===== src/obd_cfg.svh =====
// Constants for the option bit decoder: option byte layout, register map, reset values
// Operation
// - With the watchdog action bit at 0, a watchdog time-out raises an interrupt request.
// - With the watchdog action bit at 1, a time-out forces a short reset; erased value is 1.
// - With always-on at 0 the watchdog runs from power-up and stops only in STOP if set to.
// - With always-on at 1 the watchdog starts on its start instruction; reset or recovery stop it.
// - Oscillator drive 00 is RC below 4 MHz, 01 low-power crystal, 10 medium-power crystal.
// - Oscillator drive 11 is maximum-power crystal drive up to 20 MHz; it is the erased value.
// - Brownout always-on at 0 turns brownout off in STOP; at 1, the erased value, it stays on.
// - Read protect at 0 hides user code and leaves the debug path with limited control only.
// - Option bits come from program memory byte zero and no system reset changes them.
`ifndef OBD_CFG_SVH
`define OBD_CFG_SVH

`define OBD_OPT_ADDR       16'h0000
`define OBD_OPT_ERASED     8'hFF
`define OBD_BIT_WDT_ACT    7
`define OBD_BIT_WDT_SOFT   6
`define OBD_BIT_OSC_HI     5
`define OBD_BIT_OSC_LO     4
`define OBD_BIT_RD_OPEN    3
`define OBD_BIT_BO_AO      2

`define OBD_ADDR_OPTION    12'h000
`define OBD_ADDR_STATE     12'h004
`define OBD_ADDR_CTRL      12'h008
`define OBD_ADDR_IRQ_STAT  12'h00C
`define OBD_ADDR_IRQ_MASK  12'h010

`define OBD_CTRL_RELOAD    0
`define OBD_IRQ_LOADED     0
`define OBD_IRQ_WDT_INT    1
`define OBD_IRQ_WDT_RST    2
`define OBD_IRQ_MASK_RST   3'h0

`endif


===== src/obd_pkg.sv =====
// Types shared by the option bit decoder modules
`default_nettype none

package obd_pkg;

  typedef enum logic [1:0]
  {
    OBD_OSC_RC       = 2'h0,
    OBD_OSC_XTAL_LOW = 2'h1,
    OBD_OSC_XTAL_MED = 2'h2,
    OBD_OSC_XTAL_HI  = 2'h3
  } obd_osc_mode_t;

  typedef enum logic [1:0] {LD_READ, LD_IDLE} obd_ld_state_t;

endpackage : obd_pkg

`default_nettype wire


===== src/obd_loader.sv =====
// Fetches the option byte from program memory after reset and on request
`include "obd_cfg.svh"
`default_nettype none

module obd_loader
(
  input  wire logic        clk,         // System clock
  input  wire logic        arst_n,      // Asynchronous reset, active low
  input  wire logic        ce,          // Clock enable
  input  wire logic        start,       // Reload request pulse
  output logic             flash_req,   // Read request to program memory
  output logic [15:0]      flash_addr,  // Read address
  input  wire logic [7:0]  flash_rdata, // Read data, valid with ack
  input  wire logic        flash_ack,   // Read done
  output var  logic [7:0]  opt_byte,    // Held option byte
  output var  logic        opt_load,    // One-cycle pulse when byte taken
  output logic             busy         // Read in progress
);

  obd_pkg::obd_ld_state_t state;

  assign flash_req  = (state == obd_pkg::LD_READ);
  assign busy       = (state == obd_pkg::LD_READ);
  assign flash_addr = `OBD_OPT_ADDR;

  always_ff @(posedge clk or negedge arst_n)
  begin
    if (!arst_n)
    begin
      state    <= obd_pkg::LD_READ;
      opt_byte <= `OBD_OPT_ERASED;
      opt_load <= 1'b0;
    end
    else if (ce)
    begin
      opt_load <= 1'b0;
      unique case (state)
        obd_pkg::LD_READ:
        begin
          if (flash_ack)
          begin
            opt_byte <= flash_rdata;
            opt_load <= 1'b1;
            state    <= obd_pkg::LD_IDLE;
          end
        end
        obd_pkg::LD_IDLE:
        begin
          if (start)
            state <= obd_pkg::LD_READ;
        end
      endcase
    end
  end

endmodule : obd_loader

`default_nettype wire


===== src/obd_option_decoder.sv =====
// Option bit decoder top: loads the option byte, decodes it and serves APB registers
`include "obd_cfg.svh"
`default_nettype none

module obd_option_decoder
(
  input  wire logic        CLK,             // System clock, 10 MHz
  input  wire logic        ARST_N,          // Asynchronous reset, active low
  input  wire logic        CE,              // Clock enable, freezes all state when low
  input  wire logic        PSEL,            // APB select
  input  wire logic        PENABLE,         // APB enable
  input  wire logic        PWRITE,          // APB direction
  input  wire logic [11:0] PADDR,           // APB byte address
  input  wire logic [31:0] PWDATA,          // APB write data
  output var  logic [31:0] PRDATA,          // APB read data
  output logic             PREADY,          // APB ready
  output logic             PSLVERR,         // APB error on unmapped address
  output logic             IRQ,             // Level interrupt
  output logic             FLASH_REQ,       // Program memory read request
  output logic [15:0]      FLASH_ADDR,      // Program memory address
  input  wire logic [7:0]  FLASH_RDATA,     // Program memory data
  input  wire logic        FLASH_ACK,       // Program memory read done
  input  wire logic        SYS_RESET,       // System reset pulse
  input  wire logic        STOP_MODE,       // Device in STOP mode
  input  wire logic        STOP_RECOVERY,   // STOP mode recovery pulse
  input  wire logic        WDT_STOP_PD,     // Watchdog powers down in STOP
  input  wire logic        WDT_START_INSTR, // Watchdog start instruction executed
  input  wire logic        WDT_TIMEOUT,     // Watchdog time-out pulse
  input  wire logic        DEBUG_ATTACH,    // Debug path active, asynchronous pin
  output logic             OPT_READY,       // Option byte has been loaded
  output var  logic        WDT_RUN,         // Watchdog enabled
  output var  logic        WDT_INT_REQ,     // Watchdog interrupt request pulse
  output var  logic        WDT_SHORT_RST,   // Watchdog short reset pulse
  output var  logic [1:0]  OSC_MODE,        // Oscillator drive select
  output var  logic        OSC_RC_EN,       // RC oscillator mode
  output var  logic        OSC_XTAL_LOW,    // Minimum-power crystal drive
  output var  logic        OSC_XTAL_MED,    // Medium-power crystal drive
  output var  logic        OSC_XTAL_HIGH,   // Maximum-power crystal drive
  output var  logic        BROWNOUT_EN,     // Brownout protection active
  output var  logic        CODE_READ_EN,    // User code readable
  output var  logic        DEBUG_FULL,      // Debug path has full control
  output var  logic        DEBUG_LIMITED    // Debug path has limited control
);

  ////////////////////////////////////////////////////////////////////////////////
  // Functions

  function automatic logic [3:0] osc_drive(input logic [1:0] sel);
    logic [3:0] hot;
    hot = 4'h0;
    unique case (obd_pkg::obd_osc_mode_t'(sel))
      obd_pkg::OBD_OSC_RC:       hot = 4'h1;
      obd_pkg::OBD_OSC_XTAL_LOW: hot = 4'h2;
      obd_pkg::OBD_OSC_XTAL_MED: hot = 4'h4;
      obd_pkg::OBD_OSC_XTAL_HI:  hot = 4'h8;
    endcase
    return hot;
  endfunction : osc_drive

  function automatic logic addr_is(input logic [11:0] a, input logic [11:0] reg_addr);
    return (a == reg_addr);
  endfunction : addr_is

  ////////////////////////////////////////////////////////////////////////////////
  // Option byte loading

  logic [7:0]  opt;
  logic        opt_load;
  logic        opt_loaded;
  logic        ld_busy;
  logic        reload;
  logic        dbg_sync;

  obd_loader u_loader
  (
    .clk         (CLK),
    .arst_n      (ARST_N),
    .ce          (CE),
    .start       (reload),
    .flash_req   (FLASH_REQ),
    .flash_addr  (FLASH_ADDR),
    .flash_rdata (FLASH_RDATA),
    .flash_ack   (FLASH_ACK),
    .opt_byte    (opt),
    .opt_load    (opt_load),
    .busy        (ld_busy)
  );

  obd_sync u_dbg_sync
  (
    .clk    (CLK),
    .arst_n (ARST_N),
    .ce     (CE),
    .d      (DEBUG_ATTACH),
    .q      (dbg_sync)
  );

  // SYS_RESET deliberately does not touch the loaded byte
  always_ff @(posedge CLK or negedge ARST_N)
  begin
    if (!ARST_N)
      opt_loaded <= 1'b0;
    else if (CE && opt_load)
      opt_loaded <= 1'b1;
  end

  assign OPT_READY = opt_loaded;

  logic wdt_act;
  logic wdt_soft;
  logic bo_ao;
  logic rd_open;

  assign wdt_act  = opt[`OBD_BIT_WDT_ACT];
  assign wdt_soft = opt[`OBD_BIT_WDT_SOFT];
  assign bo_ao    = opt[`OBD_BIT_BO_AO];
  assign rd_open  = opt[`OBD_BIT_RD_OPEN];

  ////////////////////////////////////////////////////////////////////////////////
  // Watchdog enable and time-out action

  logic next_wdt_run;

  always_comb
  begin
    if (!opt_loaded)
      next_wdt_run = 1'b0;
    else if (!wdt_soft)
      next_wdt_run = !(STOP_MODE && WDT_STOP_PD);
    else if (SYS_RESET || STOP_RECOVERY)
      next_wdt_run = 1'b0;
    else if (WDT_START_INSTR)
      next_wdt_run = 1'b1;
    else
      next_wdt_run = WDT_RUN;
  end

  always_ff @(posedge CLK or negedge ARST_N)
  begin
    if (!ARST_N)
    begin
      WDT_RUN       <= 1'b0;
      WDT_INT_REQ   <= 1'b0;
      WDT_SHORT_RST <= 1'b0;
    end
    else if (CE)
    begin
      WDT_RUN       <= next_wdt_run;
      WDT_INT_REQ   <= WDT_TIMEOUT && WDT_RUN && !wdt_act;
      WDT_SHORT_RST <= WDT_TIMEOUT && WDT_RUN && wdt_act;
    end
  end

  ////////////////////////////////////////////////////////////////////////////////
  // Oscillator, brownout and protection outputs

  logic [3:0] next_osc;

  assign next_osc = osc_drive(opt[`OBD_BIT_OSC_HI:`OBD_BIT_OSC_LO]);

  always_ff @(posedge CLK or negedge ARST_N)
  begin
    if (!ARST_N)
    begin
      OSC_MODE      <= 2'h3;
      OSC_RC_EN     <= 1'b0;
      OSC_XTAL_LOW  <= 1'b0;
      OSC_XTAL_MED  <= 1'b0;
      OSC_XTAL_HIGH <= 1'b1;
      BROWNOUT_EN   <= 1'b1;
      CODE_READ_EN  <= 1'b0;
      DEBUG_FULL    <= 1'b0;
      DEBUG_LIMITED <= 1'b0;
    end
    else if (CE)
    begin
      OSC_MODE      <= opt[`OBD_BIT_OSC_HI:`OBD_BIT_OSC_LO];
      OSC_RC_EN     <= next_osc[0];
      OSC_XTAL_LOW  <= next_osc[1];
      OSC_XTAL_MED  <= next_osc[2];
      OSC_XTAL_HIGH <= next_osc[3];
      BROWNOUT_EN   <= bo_ao || !STOP_MODE;
      CODE_READ_EN  <= opt_loaded && rd_open;
      DEBUG_FULL    <= dbg_sync && opt_loaded && rd_open;
      DEBUG_LIMITED <= dbg_sync && !(opt_loaded && rd_open);
    end
  end

  ////////////////////////////////////////////////////////////////////////////////
  // APB slave

  logic        wr;
  logic        mapped;
  logic        rd_ready;
  logic [2:0]  irq_stat;
  logic [2:0]  irq_mask;
  logic [31:0] next_rdata;

  assign wr     = PSEL && PENABLE && PWRITE && PREADY;
  assign mapped = addr_is(PADDR, `OBD_ADDR_OPTION) || addr_is(PADDR, `OBD_ADDR_STATE)
               || addr_is(PADDR, `OBD_ADDR_CTRL) || addr_is(PADDR, `OBD_ADDR_IRQ_STAT)
               || addr_is(PADDR, `OBD_ADDR_IRQ_MASK);
  assign PREADY  = CE && (PWRITE || rd_ready);
  assign PSLVERR = PSEL && PENABLE && PREADY && !mapped;
  assign reload  = wr && addr_is(PADDR, `OBD_ADDR_CTRL) && PWDATA[`OBD_CTRL_RELOAD]
                && !ld_busy;

  always_comb
  begin
    next_rdata = 32'h0000_0000;
    if (addr_is(PADDR, `OBD_ADDR_OPTION))
      next_rdata = {23'h00_0000, opt_loaded, opt};
    else if (addr_is(PADDR, `OBD_ADDR_STATE))
      next_rdata = {23'h00_0000, ld_busy, DEBUG_FULL, CODE_READ_EN, BROWNOUT_EN,
                    OSC_MODE, WDT_SHORT_RST, WDT_INT_REQ, WDT_RUN};
    else if (addr_is(PADDR, `OBD_ADDR_CTRL))
      next_rdata = {31'h0000_0000, ld_busy};
    else if (addr_is(PADDR, `OBD_ADDR_IRQ_STAT))
      next_rdata = {29'h0000_0000, irq_stat};
    else if (addr_is(PADDR, `OBD_ADDR_IRQ_MASK))
      next_rdata = {29'h0000_0000, irq_mask};
  end

  // Read data is captured during the transfer so it stands from a flop
  always_ff @(posedge CLK or negedge ARST_N)
  begin
    if (!ARST_N)
    begin
      PRDATA   <= 32'h0000_0000;
      rd_ready <= 1'b0;
    end
    else if (CE)
    begin
      rd_ready <= PSEL && !PWRITE && !(PENABLE && rd_ready);
      if (PSEL && !PWRITE)
        PRDATA <= next_rdata;
    end
  end

  ////////////////////////////////////////////////////////////////////////////////
  // Interrupt status and mask

  logic [2:0] events;
  logic [2:0] clr;

  assign events = {WDT_SHORT_RST, WDT_INT_REQ, opt_load};
  assign clr    = (wr && addr_is(PADDR, `OBD_ADDR_IRQ_STAT)) ? PWDATA[2:0] : 3'h0;

  // A new event in the clearing cycle keeps its bit set
  always_ff @(posedge CLK or negedge ARST_N)
  begin
    if (!ARST_N)
      irq_stat <= 3'h0;
    else if (CE)
      irq_stat <= (irq_stat & ~clr) | events;
  end

  always_ff @(posedge CLK or negedge ARST_N)
  begin
    if (!ARST_N)
      irq_mask <= `OBD_IRQ_MASK_RST;
    else if (CE && wr && addr_is(PADDR, `OBD_ADDR_IRQ_MASK))
      irq_mask <= PWDATA[2:0];
  end

  assign IRQ = |(irq_stat & irq_mask);
endmodule : obd_option_decoder

`default_nettype wire


===== src/obd_sync.sv =====
// Two-stage synchroniser for a level arriving from outside the clock domain
`default_nettype none

module obd_sync
(
  input  wire logic clk,     // System clock
  input  wire logic arst_n,  // Asynchronous reset, active low
  input  wire logic ce,      // Clock enable
  input  wire logic d,       // Asynchronous input
  output var  logic q        // Synchronised level
);

  logic stage1;

  always_ff @(posedge clk or negedge arst_n)
  begin
    if (!arst_n)
    begin
      stage1 <= 1'b0;
      q      <= 1'b0;
    end
    else if (ce)
    begin
      stage1 <= d;
      q      <= stage1;
    end
  end

endmodule : obd_sync

`default_nettype wire

===== config.mk =====
export PLATFORM = sky130hd
export DESIGN_NAME = obd_option_decoder
export DESIGN_NICKNAME = d
export VERILOG_FILES = /design/src/obd_pkg.sv /design/src/obd_loader.sv /design/src/obd_option_decoder.sv /design/src/obd_sync.sv
export VERILOG_INCLUDE_DIRS = /design/src
export SDC_FILE = /design/constraint.sdc
export NUM_CORES = 1
export LEC_CHECK = 0
export ABC_AREA = 1
export BUFFER_PORTS_ARGS = -buffer_cell sky130_fd_sc_hd__buf_2
export CAP_MARGIN = 20
export CORE_MARGIN = 1.5
export CORE_UTILIZATION = 48
export CTS_CLUSTER_SIZE = 40
export DETAILED_ROUTE_END_ITERATION = 10
export GPL_TIMING_DRIVEN = 0
export PLACE_DENSITY = 0.86
export SLEW_MARGIN = 5
export SYNTH_ARGS = -nofsm -noshare
export SYNTH_HDL_FRONTEND = slang
export SYNTH_SLANG_ARGS = --single-unit

===== constraint.sdc =====
create_clock -name CLK -period 1.6 [get_ports CLK]
set_input_delay 0.24 -clock CLK [delete_from_list [all_inputs] [get_ports CLK]]
set_output_delay 0.24 -clock CLK [all_outputs]
set_load 0.005 [all_outputs]

==> results of run 1 <==
path summary, 6_finish.rpt:
check                                  endpoint               from  cells past startpoint
max                                     PSLVERR           rd_ready                      5
min                                   OSC_RC_EN             ARST_N                      1
max reg2reg                u_loader.opt_byte[7]  u_loader.state[0]                      5
min reg2reg                   u_dbg_sync.stage1  u_dbg_sync.stage1                      2
max in group asynchronous           irq_stat[2]             ARST_N                      1
min in group CLK                    BROWNOUT_EN          STOP_MODE                      2
metal layers:
metal / up-vias / share of wire [%] / global-route usage, %
li1: 1047 / - / -
met1: 966 / 41 / 26.8
met3: 7 / 9.1 / 5.80
met2: 87 / 49 / 34.9
met5: - / 0 / 0
met4: 0 / 0.99 / 5.45
flip-flops by register name, indices dropped and copies added (netlist names), 2 cells and up:
signal and cells:
PRDATA 9, u_loader.opt_byte 8, irq_mask 3, irq_stat 3, OSC_MODE 2
through the flow:
step	util, %	hold WS (ps)
finish	63.4	62.0
global route	63.4	95.9
CTS	63.4	84.7
detailed placement	61.0	411
global placement	61.0	404
floorplan	-	-55.6
what timing repair did:
| action | in CTS | in global routing |
|---|---|---|
| pin swaps | 3 | 1 |
| gates resized for setup | 2 | 0 |
| setup endpoints to repair | 1 | 1 |
| buffers inserted | 2 | 0 |
synth_stat cells:
cell | instances | area [um^2]
nand2_1 | 66 | 248
buf_4 | 39 | 293
dfrtp_1 | 30 | 751
inv_1 | 27 | 101
nand3_1 | 19 | 95.1
nor2_1 | 16 | 60.1
o21ai_0 | 13 | 65.1
dfstp_2 | 12 | 315
a21oi_1 | 9 | 45.0
o22ai_1 | 8 | 50.1
o21ai_1 | 5 | 25.0
buf_2 | 4 | 20.0
nor2_2 | 4 | 25.0
inv_2 | 3 | 11.3
mux2_2 | 3 | 33.8
nand4_1 | 3 | 18.8
nor3_2 | 3 | 30.0
nand2_2 | 2 | 12.5
nand2_4 | 2 | 22.5
nand3_2 | 2 | 20.0
a21boi_0 | 1 | 7.51
a22oi_1 | 1 | 7.51
a31oi_1 | 1 | 6.26
clkbuf_1 | 1 | 3.75
clkinv_1 | 1 | 3.75
conb_1 | 1 | 3.75
nor2_4 | 1 | 11.3
nor2_8 | 1 | 20.0
nor3_1 | 1 | 5.00
nor4_1 | 1 | 6.26
o2111ai_1 | 1 | 8.76
o211a_1 | 1 | 10.0
layout by cell type, fill, tap and decap left out, types with 3 or more instances in the layout:
cell type	count
nor2_2	4
nand4_1	3
buf_4	41
inv_2	4
inv_1	26
o21ai_0	13
nand3_1	19
dfstp_2	12
nor2_1	16
mux2_2	3
buf_2	67
a21oi_1	8
conb_1	39
o21ai_1	5
nor3_2	3
dfrtp_1	30
nand2_1	66
o22ai_1	8
clkbuf_8	6
layout make-up:
cell class | instances | area share, %
sequential | 42 | 35.8
timing repair buffer | 65 | 11.1
multi-input combinational | 203 | 33.1
clock buffer | 6 | 2.78
tap | 54 | 2.27
inverter | 31 | 3.91
clock inverter | 2 | 0.421
buffer | 44 | 10.6
power groups by stage:
stage	Clock (mW)	Combinational (mW)	Sequential [mW]
after floorplan	0	0.248	1.27
after global placement	0	0.405	1.28
after detailed placement	0	0.417	1.28
after CTS	0.738	0.427	1.26
after global routing	0.789	0.484	1.27
final	0.731	0.427	1.26
cells by family (layout without fill, tap and decap cells):
family          count (synthesis)  in the layout  share of synthesized area (%)
compound gates                 40             40                           9.64
buf+inv                        75            148                           18.5
flops                          42             42                           45.6
mux                             3              3                           1.45
other cells                     1             39                          0.161
simple gates                  121            121                           24.6
==> flow_summary.toml, run 1 <==
[die]
die_area_um2 = 5290
die_h_um = 72.8
fp.dieW_um = 72.8
initial_core_util_pct = 49.8
ios = 132
rows = 25
core_um2 = 4690

[placed_design]
place_congestion = 0.894
preCtsSetupSlack_ps = 140
portBuffers = 63
post-place-cells = 437
dpl_cell_area_um2 = 2860
dp_hpwl_mm = 4.07

[logic_synthesis]
syn_inst = 282
synth_cell_types = 32
syn_area_per_cell_um2 = 8.28
yosys_warnings = 0
netlist_area_um2 = 2340
ys_seq_elements = 42
ys_seq_area_share_pct = 45.6

[layout]
layout.cells.non_filler = 447
seqCellArea_um2 = 1070
layout-drive-gt1-share_pct = 38.4
fill_cells = 420
antennaDiodeCount = 0
syn_to_final_growth_pct = 27.4
stdcell_area_um2 = 2980
layout.nets = 458
multiInputGateArea_um2 = 983

[drt]
vias = 2107
drt_iter0_markers = 101
wirelength_mm = 5.35
viasPerCell = 4.71
postRouteAntennaNets = 0
remaining_drc_errors = 0
routedWlPerCell_um = 12.0
first_pass_iters = 4

[sta]
relSlewSlack_pct = 39.2
finalClockSkew_ps = 8.70
fin_crit_sh_pct = 102
tightest_slew_ps = 912
slew_violations = 0
fin_tns_setup_ps = -24.3
max_freq_ghz = 0.616
fin_crit_ps = 1620
finalSetupViolations = 1
hold_viol_final = 0
rsz0062_at_grt = "true"
worst_slack_ps = -24.3

[job]
maxCapViolCount = 0

[power]
peakVddDrop_mv = 0.774
p_seq_share_pct = 52.2
pwr-share-clk_pct = 30.2
p_sw_share_pct = 28.0
switchingPower_uw = 678
leakage_nw = 1.75
p_int_mw = 1.74
p_per_area_nw_per_um2 = 813
comb_power_share_pct = 17.6
p_total_mw = 2.42

[critical_path]
path_class = "reg2out"
worst_setup_path_start_kind = "register"
r2r_slack_ps = 310
crit_buf_inv = 2
worst_path_dominant_cell_family = "flip-flops"
critPathMaxFanout = 2
crit_arrival_ps = 1380
worst_path_max_delay_cell = "dfrtp_1"
critPathRequiredTime_ps = 1360
crit_path_end_kind = "primary output"
crit_chain = "inv_2 > a21oi_2 > nand4_1 > nor4_1 > buf_2"
slowest_delay_ps = 390

[global_routing]
track_usage_pct = 20.9
grt-ovfl-total = 0
grt_pass1_wl_mm = 8.45
first_global_vias = 1840
antenna_found_initial = 0
grt_max_degree = 43

[hold_path]
min_path_type = "in2async"

[clocking]
cts_buffers = 5
holdBufCountCts = 0
path_clk_slew_ps = 90
cts_buffer_depth = 2
cts_tree = "done"
htree_num_levels = 2
cts.sink_count = 42
clockRootBuffer = "clkbuf_8"
clk_latency_ps = 300

[status]
violations = "negative setup slack"
outcome = "finished, violations left"
Power figures use the tool's default switching activity.
==> run 2, diff against run 1 <==
PLACE_DENSITY = not set   (was 0.86)
PLACE_DENSITY_LB_ADDON = 0.12   (was not set)
SETUP_SLACK_MARGIN = 0.05   (was not set)
==> run 2 against run 1 <==
  * The run now ends clean
  * Largest cell class unchanged
  * Via count down 3.6%
  * Cell area grew 1.3%
  * Routed wire length down 4.4%
  * Fmax rose by 3.5%
  * Utilization is 0.83 points higher
  * Sequential cell count unchanged
  * Sequential power is essentially flat
  * First-iteration DRC count grew 43%
  * Clock skew fell by 2.8 ps
  * Total power up 12%
  * Sequential share of layout area is 0.46 points lower
==> flow_summary.toml, run 2 (same netlist as run 1, synthesis figures left out) <==
[critical_path]
slowest_delay_ps = 370
crit_chain = "inv_2 > a21oi_2 > nand4_1 > nor4_2 > buf_2"
r2r_cells = 5
worst_setup_path_start_kind = "register"
worst_path_max_delay_cell = "dfrtp_1"
crit_path_end_kind = "primary output"
critPathMaxFanout = 2
path_class = "reg2out"
worst_path_dominant_cell_family = "flip-flops"
path_depth = 5
crit_buf_inv = 2
crit_arrival_ps = 1330
critPathRequiredTime_ps = 1360

[clocking]
htree_num_levels = 2
post-cts-setup-buffers = 0
clockRootBuffer = "clkbuf_8"
path_clk_slew_ps = 80
cts_buffers = 5
holdBufCountCts = 0
cts_tree = "done"
clk_latency_ps = 290
cts.sink_count = 42
cts_buffer_depth = 2

[placed_design]
place_congestion = 0.789
dp_hpwl_mm = 3.90
preCtsSetupSlack_ps = 132
portBuffers = 63
dpl_cell_area_um2 = 2860

[layout]
final_common_cell = "buf_2"
largest_reg_flops = 9
stdcell_area_um2 = 3010
reg_top3 = "PRDATA x9, u_loader.opt_byte x8"
mostFrequentLayoutCells = "buf_2 (67), nand2_1 (66), buf_4 (39), conb_1 (39), dfrtp_1 (30)"
regMostFlops = "PRDATA"
layout-drive-gt1-share_pct = 38.4
syn_to_final_growth_pct = 29.0
fill_cells = 438
layout.nets = 456
multiInputGateArea_um2 = 990
seqCellArea_um2 = 1070
antennaDiodeCount = 0

[status]
outcome = "completed"

[drt]
first_pass_iters = 5
vias = 2031
drt_iter0_markers = 144
remaining_drc_errors = 0
routedWlPerCell_um = 11.5
postRouteAntennaNets = 0
wirelength_mm = 5.12
viasPerCell = 4.56

[sta]
hold_viol_final = 0
fin_crit_sh_pct = 98.0
max_freq_ghz = 0.637
worst_slack_ps = 31.4
slew_violations = 0
fin_crit_ps = 1570
finalSetupViolations = 0
rsz0062_at_grt = "true"
tightest_slew_ps = 904
relSlewSlack_pct = 39.7
finalClockSkew_ps = 5.93

[global_routing]
grt_max_degree = 43
grt_pass1_wl_mm = 8.01
grt-ovfl-total = 0
first_global_vias = 1778
antenna_found_initial = 0
track_usage_pct = 19.6

[die]
ios = 132
rows = 25
die_h_um = 72.8
initial_core_util_pct = 49.8
core_um2 = 4690
die_area_um2 = 5290
fp.dieW_um = 72.8

[job]
maxCapViolCount = 0

[hold_path]
min_path_type = "in2async"

[power]
p_seq_share_pct = 46.6
switchingPower_uw = 647
comb_power_share_pct = 15.4
p_sw_share_pct = 23.9
pwr-share-clk_pct = 38.0
leakage_nw = 1.76
p_per_area_nw_per_um2 = 897
peakVddDrop_mv = 0.694
p_int_mw = 2.06
[run 2: metrics by stage]
step | power (mW) | hold slack (ps) | util (%) | std cells | setup TNS (ps)
4_1_cts | 2.73 | 91.9 | 64.1 | 445 | -1.67
2_1_floorplan | 1.52 | -55.6 | - | 320 | 0
5_1_grt | 2.84 | 106 | 64.2 | 445 | -31.0
6_report | 2.70 | 75.9 | 64.2 | 445 | 0
3_3_place_gp | 1.68 | 410 | 61.0 | 437 | 0
3_5_place_dp | 1.69 | 407 | 61.0 | 437 | 0
[run 2: timing repair]
action | 4_1_cts | 5_1_grt
resized for setup | 2 | 1
cloned | 0 | 0
pin swaps | 0 | 1
endpoints found under the setup margin | 1 | 1
[run 2: area by class of cell]
class                      count  share of cell area (%)
clock inverter                 2                    1.99
clock buffer                   6                    2.74
timing repair buffer          63                    10.5
multi-input combinational    203                    32.8
inverter                      31                    3.86
sequential                    42                    35.4
buffer                        44                    10.5
tap                           54                    2.24
[run 2: path summary, 6_finish.rpt]
kind / slack [ps] / endpoint / start
max: 30 / PSLVERR / rd_ready
min: 80 / DEBUG_FULL / ARST_N
max reg2reg: 320 / u_loader.opt_byte[7] / u_loader.state[0]
min reg2reg: 480 / u_dbg_sync.stage1 / u_dbg_sync.stage1
max in group asynchronous: 970 / rd_ready / ARST_N
min in group CLK: 100 / BROWNOUT_EN / STOP_MODE
[run 2: routing by layer]
metal | track usage, % | routed length [um] | vias up
met4 | 5.66 | 51 | 0
met1 | 26.6 | 2270 | 897
met3 | 2.76 | 362 | 7
met5 | 0 | 0 | -
met2 | 32.9 | 2430 | 82
li1 | - | - | 1045
[run 2: power by group through the flow]
stage	Clock [mW]	Combinational, mW	Sequential (mW)
6_report	1.03	0.417	1.26
5_1_grt	1.09	0.472	1.27
4_1_cts	1.05	0.419	1.26
3_5_place_dp	0	0.414	1.28
3_3_place_gp	0	0.408	1.28
2_1_floorplan	0	0.248	1.27
